[src/verilog/rung_pkg.sv]
/*
 * rung_pkg: shared types and constants for the boolean rung evaluator.
 * assumes a single scan clock; instructions arrive as packed structs.
 */
package rung_pkg;

  localparam int STACK_DEPTH = 8;
  localparam int ADDR_W      = 12;
  localparam int WORD_W      = 16;
  localparam int BITSEL_W    = 4;

  typedef enum logic [4:0] {
    OP_NOP,
    OP_LOAD_OPEN,
    OP_LOAD_CLOSED,
    OP_AND_OPEN,
    OP_AND_CLOSED,
    OP_OR_OPEN,
    OP_OR_CLOSED,
    OP_LOAD_WORD_BIT_OPEN,
    OP_LOAD_WORD_BIT_CLOSED,
    OP_AND_WORD_BIT,
    OP_AND_WORD_BIT_N,
    OP_OR_WORD_BIT,
    OP_OR_WORD_BIT_N,
    OP_MERGE_SERIES,
    OP_MERGE_PARALLEL,
    OP_OUT,
    OP_LOAD_IMM,
    OP_LOAD_IMM_N,
    OP_AND_IMM,
    OP_OR_IMM,
    OP_OUT_IMM,
    OP_CMP_EQ,
    OP_CMP_NE,
    OP_CMP_GE,
    OP_CMP_LT,
    OP_END
  } opcode_t;

  typedef struct packed {
    opcode_t             op;
    logic [ADDR_W-1:0]   addr;
    logic [BITSEL_W-1:0] bit_sel;
    logic                use_ptr;
    logic [WORD_W-1:0]   cmp_b;
  } instr_t;

  typedef struct packed {
    logic              req;
    logic              we;
    logic [ADDR_W-1:0] addr;
    logic              wdata;
  } io_req_t;

  localparam logic [3:0] LEVEL_RESET = 4'h0;

endpackage : rung_pkg

[src/verilog/boolean_rung_stack_evaluator.sv]
/*
 * boolean_rung_stack_evaluator: executes one rung instruction per accepted
 * slot, holding the rung on an eight-level boolean stack.
 * assumes instruction, image, memory and physical i/o ports are synchronous
 * to CLK; memory and image reads are combinational, physical i/o answers
 * with PHY_ACK some cycles after PHY_REQ.
 */
// Summary of operation
// - open-contact load pushes the addressed point state unchanged.
// - closed-contact load pushes the inverse of the addressed point.
// - series join ANDs contact state into the current rung value.
// - parallel join ORs contact state into the current rung value.
// - joins after an output keep working on the current rung value.
// - intermediate results live in an eight-level boolean stack.
// - every load pushes on top; older entries move down a level.
// - series merge ANDs top two levels, parallel merge ORs them.
// - a rung needing more than eight levels is reported as error.
// - end-of-program stops execution; later instructions are ignored.
// - immediate access stalls execution until physical i/o completes.
// - immediate read uses fresh value once; image stays unchanged.
// - ordinary ops use image; each immediate op accesses i/o again.
// - immediate output drives the physical point and updates image.
// - word-bit contacts pick bit 0..15 directly or via pointer.
// - compare contacts give equal, not equal, ge or lt on bcd values.
`timescale 1ns/1ps
module boolean_rung_stack_evaluator
  import rung_pkg::*;
#(
  parameter int DEPTH = rung_pkg::STACK_DEPTH
) (
  input  wire logic                       CLK,
  input  wire logic                       ARST_N,
  input  wire logic                       CE,
  input  wire logic                       START,
  input  wire logic                       INSTR_VALID,
  input  wire rung_pkg::instr_t           INSTR,
  output logic                            INSTR_READY,
  input  wire logic                       IMAGE_BIT,
  input  wire logic [rung_pkg::WORD_W-1:0] MEM_WORD,
  input  wire logic [rung_pkg::WORD_W-1:0] PTR_WORD,
  output logic                            IMG_WE,
  output logic [rung_pkg::ADDR_W-1:0]     IMG_ADDR,
  output logic                            IMG_WDATA,
  output rung_pkg::io_req_t               PHY,
  input  wire logic                       PHY_ACK,
  input  wire logic                       PHY_RDATA,
  output logic                            RUNG_VALUE,
  output logic                            RUNNING,
  output logic                            OVERFLOW_ERR,
  output logic                            UNDERFLOW_ERR
);
  import rung_pkg::*;

  typedef enum logic [1:0] {S_IDLE, S_RUN, S_WAIT_IO, S_DONE} state_t;

  state_t             state_q, state_d;
  logic [DEPTH-1:0]   stack_q, stack_d;
  logic [3:0]         level_q, level_d;
  logic               ovf_q, unf_q;
  logic               instr_ready_q;
  logic               active_q;
  logic               img_we_q, img_wdata_q;
  logic [ADDR_W-1:0]  img_addr_q;
  io_req_t            phy_q;
  logic               imm_data_q;
  logic               imm_done;

  // bcd compare: digit-wise is same as binary for valid bcd
  function automatic logic word_bit(input logic [WORD_W-1:0] w,
                                    input logic [BITSEL_W-1:0] s);
    word_bit = w[s];
  endfunction : word_bit

  function automatic logic is_imm(input opcode_t o);
    is_imm = (o == OP_LOAD_IMM) || (o == OP_LOAD_IMM_N) ||
             (o == OP_AND_IMM) || (o == OP_OR_IMM) || (o == OP_OUT_IMM);
  endfunction : is_imm

  wire opcode_t op       = INSTR.op;
  wire          running  = (state_q == S_RUN);
  wire          take     = CE && running && INSTR_VALID && !is_imm(op);
  wire          imm_take = CE && running && INSTR_VALID && is_imm(op);
  wire [WORD_W-1:0] bw   = INSTR.use_ptr ? PTR_WORD : MEM_WORD;
  wire          wbit     = word_bit(bw, INSTR.bit_sel);
  wire          cmp_eq   = (MEM_WORD == INSTR.cmp_b);
  wire          cmp_ge   = (MEM_WORD >= INSTR.cmp_b);
  // fresh value used once, image not written on read
  wire          imm_val  = PHY_RDATA;
  wire          top      = stack_q[0];
  wire          second   = stack_q[1];

  assign imm_done = (state_q == S_WAIT_IO) && PHY_ACK;

  always_comb begin
    opcode_t     o;
    logic        c;
    logic        push;
    logic        ok;
    o        = phy_q.req ? OP_NOP : op;
    c        = 1'b0;
    push     = 1'b0;
    ok       = take || imm_done;
    stack_d  = stack_q;
    level_d  = level_q;
    if (imm_done) begin
      o = op;
    end
    case (o)
      OP_LOAD_OPEN:            begin c = IMAGE_BIT;  push = 1'b1; end
      OP_LOAD_CLOSED:          begin c = !IMAGE_BIT; push = 1'b1; end
      OP_LOAD_WORD_BIT_OPEN:   begin c = wbit;       push = 1'b1; end
      OP_LOAD_WORD_BIT_CLOSED: begin c = !wbit;      push = 1'b1; end
      OP_CMP_EQ:               begin c = cmp_eq;     push = 1'b1; end
      OP_CMP_NE:               begin c = !cmp_eq;    push = 1'b1; end
      OP_CMP_GE:               begin c = cmp_ge;     push = 1'b1; end
      OP_CMP_LT:               begin c = !cmp_ge;    push = 1'b1; end
      OP_LOAD_IMM:             begin c = imm_val;    push = 1'b1; end
      OP_LOAD_IMM_N:           begin c = !imm_val;   push = 1'b1; end
      default:                 begin c = 1'b0;       push = 1'b0; end
    endcase
    if (ok) begin
      if (push) begin
        stack_d = {stack_q[DEPTH-2:0], c};
        if (level_q < 4'(DEPTH)) begin
          level_d = level_q + 4'h1;
        end
      end
      case (o)
        OP_AND_OPEN:       stack_d[0] = top & IMAGE_BIT;
        OP_AND_CLOSED:     stack_d[0] = top & !IMAGE_BIT;
        OP_AND_WORD_BIT:   stack_d[0] = top & wbit;
        OP_AND_WORD_BIT_N: stack_d[0] = top & !wbit;
        OP_AND_IMM:        stack_d[0] = top & imm_val;
        OP_OR_OPEN:        stack_d[0] = top | IMAGE_BIT;
        OP_OR_CLOSED:      stack_d[0] = top | !IMAGE_BIT;
        OP_OR_WORD_BIT:    stack_d[0] = top | wbit;
        OP_OR_WORD_BIT_N:  stack_d[0] = top | !wbit;
        OP_OR_IMM:         stack_d[0] = top | imm_val;
        // merge two levels, skipped below two
        OP_MERGE_SERIES, OP_MERGE_PARALLEL: begin
          if (level_q >= 4'h2) begin
            stack_d = {1'b0, stack_q[DEPTH-1:1]};
            stack_d[0] = (o == OP_MERGE_SERIES) ? (top & second)
                                                : (top | second);
            level_d = level_q - 4'h1;
          end
        end
        default: ;
      endcase
    end
  end

  always_comb begin
    state_d = state_q;
    case (state_q)
      S_IDLE:    if (START) state_d = S_RUN;
      S_RUN: begin
        if (imm_take) state_d = S_WAIT_IO;
        else if (take && op == OP_END) state_d = S_DONE;
      end
      S_WAIT_IO: if (PHY_ACK) state_d = S_RUN;
      S_DONE:    if (START) state_d = S_RUN;
      default:   state_d = S_IDLE;
    endcase
  end

  wire start_run = (state_q != S_RUN) && (state_d == S_RUN) &&
                   (state_q != S_WAIT_IO);
  wire out_now   = take && op == OP_OUT;
  wire out_imm   = imm_done && op == OP_OUT_IMM;
  function automatic logic push_op(input opcode_t o);
    push_op = o inside {OP_LOAD_OPEN, OP_LOAD_CLOSED, OP_LOAD_WORD_BIT_OPEN,
                        OP_LOAD_WORD_BIT_CLOSED, OP_CMP_EQ, OP_CMP_NE,
                        OP_CMP_GE, OP_CMP_LT, OP_LOAD_IMM, OP_LOAD_IMM_N};
  endfunction : push_op

  // push with all levels in use
  wire ovf_hit   = (take || imm_done) && (level_q == 4'(DEPTH)) &&
                   push_op(op);

  wire unf_hit = take && (op == OP_MERGE_SERIES || op == OP_MERGE_PARALLEL)
                 && (level_q < 4'h2);

  always_ff @(posedge CLK or negedge ARST_N) begin
    if (!ARST_N) begin
      state_q  <= S_IDLE;
      stack_q  <= '0;
      level_q  <= LEVEL_RESET;
      ovf_q    <= 1'b0;
      unf_q    <= 1'b0;
      active_q <= 1'b0;
    end else if (CE) begin
      state_q  <= state_d;
      stack_q  <= start_run ? '0 : stack_d;
      level_q  <= start_run ? LEVEL_RESET : level_d;
      ovf_q    <= start_run ? 1'b0 : (ovf_q | ovf_hit);
      unf_q    <= start_run ? 1'b0 : (unf_q | unf_hit);
      active_q <= (state_d == S_RUN) || (state_d == S_WAIT_IO);
    end
  end

  always_ff @(posedge CLK or negedge ARST_N) begin
    if (!ARST_N) begin
      phy_q       <= '0;
      img_we_q    <= 1'b0;
      img_addr_q  <= '0;
      img_wdata_q <= 1'b0;
    end else if (CE) begin
      // each immediate op issues a new physical access
      if (imm_take) begin
        phy_q.req   <= 1'b1;
        phy_q.we    <= (op == OP_OUT_IMM);
        phy_q.addr  <= INSTR.addr;
        phy_q.wdata <= top;
      end else if (PHY_ACK) begin
        phy_q.req   <= 1'b0;
      end
      img_we_q    <= out_now || out_imm;
      img_addr_q  <= INSTR.addr;
      img_wdata_q <= top;
    end
  end

  always_ff @(posedge CLK or negedge ARST_N) begin
    if (!ARST_N) begin
      instr_ready_q <= 1'b0;
    end else if (CE) begin
      instr_ready_q <= (state_d == S_RUN) && !imm_take;
    end
  end

  assign INSTR_READY   = instr_ready_q;
  assign IMG_WE        = img_we_q;
  assign IMG_ADDR      = img_addr_q;
  assign IMG_WDATA     = img_wdata_q;
  assign PHY           = phy_q;
  assign RUNG_VALUE    = stack_q[0];
  assign RUNNING       = active_q;
  assign OVERFLOW_ERR  = ovf_q;
  assign UNDERFLOW_ERR = unf_q;
endmodule : boolean_rung_stack_evaluator

[config.mk]
export PLATFORM = sky130hd
export DESIGN_NAME = boolean_rung_stack_evaluator
export DESIGN_NICKNAME = d
export VERILOG_FILES = /design/src/verilog/rung_pkg.sv /design/src/verilog/boolean_rung_stack_evaluator.sv
export SDC_FILE = /design/constraint.sdc
export NUM_CORES = 1
export LEC_CHECK = 0
export BUFFER_PORTS_ARGS = -buffer_cell sky130_fd_sc_hd__buf_4
export CAP_MARGIN = 20
export CELL_PAD_IN_SITES_DETAIL_PLACEMENT = 0
export CELL_PAD_IN_SITES_GLOBAL_PLACEMENT = 1
export CORE_MARGIN = 1.5
export CORE_UTILIZATION = 41
export DETAILED_ROUTE_END_ITERATION = 6
export PLACE_DENSITY = 0.95
export SLEW_MARGIN = 20
export SYNTH_ARGS = -nofsm -noshare
export SYNTH_HDL_FRONTEND = slang
export SYNTH_SLANG_ARGS = --single-unit
[constraint.sdc]
create_clock -name CLK -period 4.8 [get_ports CLK]
set_input_delay 0.48 -clock CLK [delete_from_list [all_inputs] [get_ports CLK]]
set_output_delay 0.48 -clock CLK [all_outputs]
set_load 0.05 [all_outputs]
==> results of run 1 <==
[synthesized netlist by cell type (2+ instances only)]
library cell  number  area share
nand2b_1           9       0.016
o41ai_1            2      0.0050
clkbuf_1           8      0.0085
ha_1              23       0.081
buf_6              3      0.0096
a21oi_1           27       0.038
a41oi_1            3      0.0074
buf_12             2       0.011
xnor2_1            2      0.0050
o211a_1            2      0.0057
nor2_1            31       0.033
a31oi_1            3      0.0053
mux2_2            27       0.086
o21ai_0           13       0.018
a21o_1             2      0.0042
and2_1             4      0.0071
a22oi_1            5       0.011
dfrtp_1           47        0.33
o21a_1             2      0.0042
nand2_1           30       0.032
nand4_1            6       0.011
and3_1             2      0.0035
buf_2              5      0.0071
o21ai_1            7      0.0099
a211oi_1           4      0.0085
o31ai_1            2      0.0042
a221oi_1           2      0.0050
nand3_1           21       0.030
nor3_1             7      0.0099
mux2i_1           25       0.071
a22o_1             2      0.0050
nor4_1             4      0.0071
or2_1              2      0.0035
a21boi_0           2      0.0042
and2b_1            3      0.0064
o22ai_1            3      0.0053
inv_1             28       0.030
[worst max-delay path by stage]
| stage | depth (start not counted) | to | slack [ps] |
|---|---|---|---|
| floorplan | 14 | level_q[3] | 1890 |
| global placement | 13 | level_q[3] | 1280 |
| detailed placement | 13 | level_q[3] | 1130 |
| CTS | 12 | level_q[3] | 1170 |
| global route | 12 | level_q[3] | 710 |
| finish | 12 | level_q[3] | 1160 |
[layout make-up]
cell class              instances  area (µm²)
clock buffers                   6        72.6
fillers                       763        3860
inverters                      28         105
multi-input cells             299        2120
flip-flops and latches         47        1180
well taps                     105         131
repair buffers                111         833
[worst max-delay path, stage by stage (launching register included)]
cell and delay [ps]:
dfrtp_1 430, ha_1 290, and3_1 220, nand2_1 490
o21ai_0 190, a21oi_1 220, ha_1 200, nor3b_1 500
nand2_1 320, nand2_1 280, and2_1 190, a41oi_1 120
a21oi_1 140
[cells by family after synthesis]
logic type               count (synthesis)
multiplexers                            52
XOR/XNOR                                 3
adder cells (fa/ha/maj)                 23
AND/OR/NAND/NOR                        129
buffers and inverters                   47
AO/OA/AOI/OAI                           92
flip-flops                              47
[registers in the layout, summed over array words and instances, names as in the netlist, 2 cells and up]
| name | cells |
|---|---|
| state_q | 2 |
| level_q | 4 |
| PHY | 15 |
| IMG_ADDR | 12 |
| stack_q | 8 |
[per-layer routing]
layer,track usage,wire length (µm)
met1,0.267,4010
met5,0,0
met3,0.0466,735
met4,0.0466,80
met2,0.336,4120
[per-stage QoR]
stage / util / setup WS (ps) / instance area [µm²]
after global routing: 0.534 / 710 / 4440
after CTS: 0.534 / 1170 / 4430
after floorplan: - / 1890 / 3530
after detailed placement: 0.525 / 1130 / 4360
final: 0.534 / 1160 / 4440
after global placement: 0.525 / 1280 / 4360
[power by group through the flow]
stage                     clock network [W]  registers, W  logic (W)
final                              0.000214      0.000559   0.000867
after global routing               0.000243      0.000572   0.000940
after CTS                          0.000222      0.000559   0.000871
after detailed placement                  0      0.000564   0.000868
after global placement                    0      0.000560   0.000854
after floorplan                           0      0.000821   0.000345
==> flow_summary.yaml, run 1 <==
pwr:
  ir_worst_vdd_mv: 0.389
  power_frac_comb: 0.529
  swShare: 0.451
  pwr-share-clk: 0.130
  p_int_w: 0.000901
  p_per_area_mw_per_mm2: 370
  switching_power_w: 0.000740
  leakage_nw: 2.16
  seqPwrFrac: 0.341
  p_total_w: 0.00164
grt:
  grt_pass1_wl_um: 14800
  grt_max_degree: 48
  antenna_found_initial: 0
  grt_pass1_vias: 3221
  grt_usage: 0.203
  grt-ovfl-total: 0
worst_setup_path:
  rrSetupSlack_ps: 1160
  cp.required_ps: 5020
  reg2reg_from: "state_q[0]"
  crit_arrival_ps: 3870
  crit_fanout: 16
  cp-end-kind: "register"
  crit_path_start: "state_q[0]"
  ff2ff_path_depth: 12
  r2r_end: "level_q[3]"
  start_kind: "register"
  path_class: "register to register"
synth:
  postSynthCellCount: 393
  ys_seq_area_frac: 0.333
  synth_top_family_by_area: "simple AND/OR/NAND/NOR gates"
  synthAdderAreaFrac: 0.0815
  synthDistinctLibCells: 60
  synthMuxAreaShare: 0.157
  yosys_warnings: 0
  ys.flop_type: "dfrtp_1"
  syn_nets: 494
  avgSynthCellArea_um2: 8.99
  synth_compound_area_frac: 0.171
  syn-cell-area_mm2: 0.00353
  ys_seq_elements: 47
  synth_edf_count: 0
  synth_simple_gate_area_frac: 0.182
  async_flop_share: 1.00
  synth-xor-area-share: 0.00744
cts:
  path_clk_slew_ps: 80
  clock_latency_ps: 290
  root_buffer: "clkbuf_8"
  post_cts_buffers: 0
  cts.repair.resized: 0
  clock_sinks: 47
  htreeDepth: 2
  cts_made_buffers: 5
  hold_buffers: 0
  clk_path_buf_depth: 2
  cts_tree: "yes"
floorplan:
  die_w_um: 95.8
  dieArea_mm2: 0.00918
  io_pins: 112
  die_h_um: 95.8
  coreArea_mm2: 0.00830
  initial_utilization: 0.426
  std_cell_rows: 33
run_status:
  status: "completed"
routing:
  ant_nets: 0
  post-route-drc-count: 0
  totalWireLength_um: 8940
  drt_iter0_markers: 179
  vias: 3305
  wire_per_inst_um: 15.0
  dr.pass1.iters: 5
  via_per_inst: 5.55
placement:
  dp_cells: 590
  port_buffers: 111
  routabilityCongestion: 0.921
  hpwl_um: 6940
sta:
  finalHoldViolCount: 0
  timing.fmax_mhz: 274
  rsz0062_at_grt: "false"
  setup_tns_ps: 0
  min_period_ps: 3640
  tightest_slew_ps: 719
  finalCritPeriodShare: 0.759
  slew_violations: 0
  setup_viol: 0
  slew_headroom: 0.521
  worst_hold_slack_ps: 173
  finClkSkew_ps: 5.96
finish:
  drive_gt1_frac: 0.303
  layout_common_cells: "buf_4, dfrtp_1, nor2_1, nand2_1, inv_1"
  fin_cells: 596
  antenna-diode-count: 0
  nNetsFinal: 593
  layout.cells.most_common: "buf_4"
  area_delta_synth_final_pct: 25.6
worst_hold_path:
  hp-class: "input port to async pin"
run:
  cap_violations: 0
No activity file was read; power rests on OpenSTA's default activity.
==> run 2, diff against run 1 <==
--- a/config.mk
+++ b/config.mk
@@ -10,9 +10,9 @@
 export CELL_PAD_IN_SITES_DETAIL_PLACEMENT = 0
 export CELL_PAD_IN_SITES_GLOBAL_PLACEMENT = 1
 export CORE_MARGIN = 1.5
-export CORE_UTILIZATION = 41
+export CORE_UTILIZATION = 38
 export DETAILED_ROUTE_END_ITERATION = 6
-export PLACE_DENSITY = 0.95
+export PLACE_DENSITY = 0.93
 export SLEW_MARGIN = 20
 export SYNTH_ARGS = -nofsm -noshare
 export SYNTH_HDL_FRONTEND = slang
==> constraint.sdc (replaced) <==
create_clock -name CLK -period 3.6 [get_ports CLK]
set_input_delay 0.36 -clock CLK [delete_from_list [all_inputs] [get_ports CLK]]
set_output_delay 0.36 -clock CLK [all_outputs]
set_load 0.05 [all_outputs]
==> run 2 against run 1 <==
- register-to-register slack worse by 710 ps
- critical path depth is 2 higher
- routed wire length is 2.4% higher
- sequential share of layout area is 0.26 points lower
- largest cell class unchanged
==> flow_summary.yaml, run 2 (same netlist as run 1, synthesis figures left out) <==
floorplan:
  dieArea_mm2: 0.00988
  die_h_um: 99.4
  coreArea_mm2: 0.00885
  die_w_um: 99.4
  io_pins: 112
  std_cell_rows: 34
  initial_utilization: 0.399
run:
  cap_violations: 0
sta:
  timing.fmax_mhz: 317
  slew_violations: 0
  min_period_ps: 3160
  finalCritPeriodShare: 0.877
  worst_hold_slack_ps: 70.0
  slew_headroom: 0.609
  finClkSkew_ps: 3.97
  setup_viol: 0
  rsz0062_at_grt: "false"
  tightest_slew_ps: 582
  finalHoldViolCount: 0
  setup_tns_ps: 0
worst_setup_path:
  crit_fanout: 8
  cp.required_ps: 3820
  cp-end-kind: "register"
  path_class: "register to register"
  path_cells: "inv_1, ha_1, and3_1, nand3_1, nor2_1, o21ai_0, a21oi_1, ha_1, nor3b_2, nand2_1, nand2_1, and2_1, a41oi_1, a21oi_1"
  cp_slowest_cell: "dfrtp_1"
  crit_arrival_ps: 3380
  start_kind: "register"
  max_stage_delay_ps: 410
cts:
  cts_made_buffers: 5
  cts.repair.resized: 0
  clock_sinks: 47
  hold_buffers: 0
  root_buffer: "clkbuf_8"
  cts_tree: "yes"
  path_clk_slew_ps: 80
  post_cts_buffers: 0
  htreeDepth: 2
  clk_path_buf_depth: 2
  clock_latency_ps: 290
pwr:
  swShare: 0.450
  p_per_area_mw_per_mm2: 499
  ir_worst_vdd_mv: 0.519
  seqPwrFrac: 0.333
  switching_power_w: 0.00100
  p_int_w: 0.00123
  pwr-share-clk: 0.142
  leakage_nw: 2.19
  power_frac_comb: 0.525
routing:
  wire_per_inst_um: 15.2
  vias: 3319
  via_per_inst: 5.50
  totalWireLength_um: 9160
  drt_iter0_markers: 200
  post-route-drc-count: 0
  ant_nets: 0
  dr.pass1.iters: 6
finish:
  largest_reg_flops: 15
  antenna-diode-count: 0
  fin_cells: 603
  final_core_util: 0.506
  nNetsFinal: 596
  drive_gt1_frac: 0.311
  area_delta_synth_final_pct: 26.8
  layout.cells.most_common: "buf_4"
  layout_common_cells: "buf_4, dfrtp_1, nor2_1, nand2_1, inv_1"
grt:
  grt_usage: 0.190
  grt_max_degree: 48
  grt_pass1_vias: 3337
  grt-ovfl-total: 0
  antenna_found_initial: 0
  grt_pass1_wl_um: 15500
run_status:
  status: "completed"
placement:
  routabilityCongestion: 0.902
  port_buffers: 111
  hpwl_um: 7120
  dp_cells: 596
worst_hold_path:
  hp-class: "input port to async pin"
-- run 2: changes by cell type in the layout (fill, tap and decap cells not counted) --
cell,delta
buf_4,+3
clkbuf_1,-1
clkbuf_8,+1
clkinv_2,+1
nor2_1,+1
nor2_2,-1
nor3b_1,-1
nor3b_2,+1
-- run 2: per-layer routing --
metal / vias to the layer above / routed length, µm / GRT usage
met4: 0 / 170 / 0.0509
li1: 1621 / - / -
met2: 137 / 4150 / 0.305
met5: - / 0 / 0
met1: 1540 / 4010 / 0.252
met3: 21 / 830 / 0.0562
-- run 2: cell type report --
cell class / instances / area, µm²
Clock buffer: 6 / 82.6
Tap cell: 108 / 135
Timing Repair Buffer: 114 / 856
Sequential cell: 47 / 1180
Inverter: 28 / 105
Clock inverter: 1 / 5.00
Fill cell: 849 / 4370
Multi-Input combinational cell: 299 / 2120
-- run 2: critical path: cells and delay by family, from the launching register on --
kind	cells	cell delay [ps]
adder cells (fa/ha/maj)	2	480
flip-flops	1	410
AO/OA/AOI/OAI	4	550
buffers and inverters	1	90
AND/OR/NAND/NOR	7	1560
-- run 2: path summary, 6_finish.rpt --
kind | from | end | slack, ps | cells after the start
min in group CLK | INSTR[25] | PHY[5] | 310 | 2
worst min-delay path | ARST_N | IMG_ADDR[10] | 70 | 1
worst max-delay path | state_q[1] | level_q[3] | 440 | 14
worst max register to register | state_q[1] | level_q[3] | 440 | 14
worst min register to register | OVERFLOW_ERR | OVERFLOW_ERR | 510 | 1
max in group asynchronous | ARST_N | PHY[10] | 3140 | 1
-- run 2: metrics by stage --
step / setup WS (ps) / power (W) / area [µm²]
3_5_place_dp: 275 / 0.00192 / 4390
5_1_grt: 150 / 0.00238 / 4480
4_1_cts: 252 / 0.00225 / 4470
2_1_floorplan: 790 / 0.00155 / 3530
3_3_place_gp: 400 / 0.00189 / 4390
6_report: 442 / 0.00223 / 4480
-- run 2: power groups by stage --
stage,clock [W],combinational (W),sequential [W]
after floorplan,0,0.000460,0.00109
after global placement,0,0.00114,0.000749
after detailed placement,0,0.00117,0.000754
after CTS,0.000330,0.00117,0.000746
after global routing,0.000346,0.00127,0.000764
final,0.000317,0.00117,0.000744
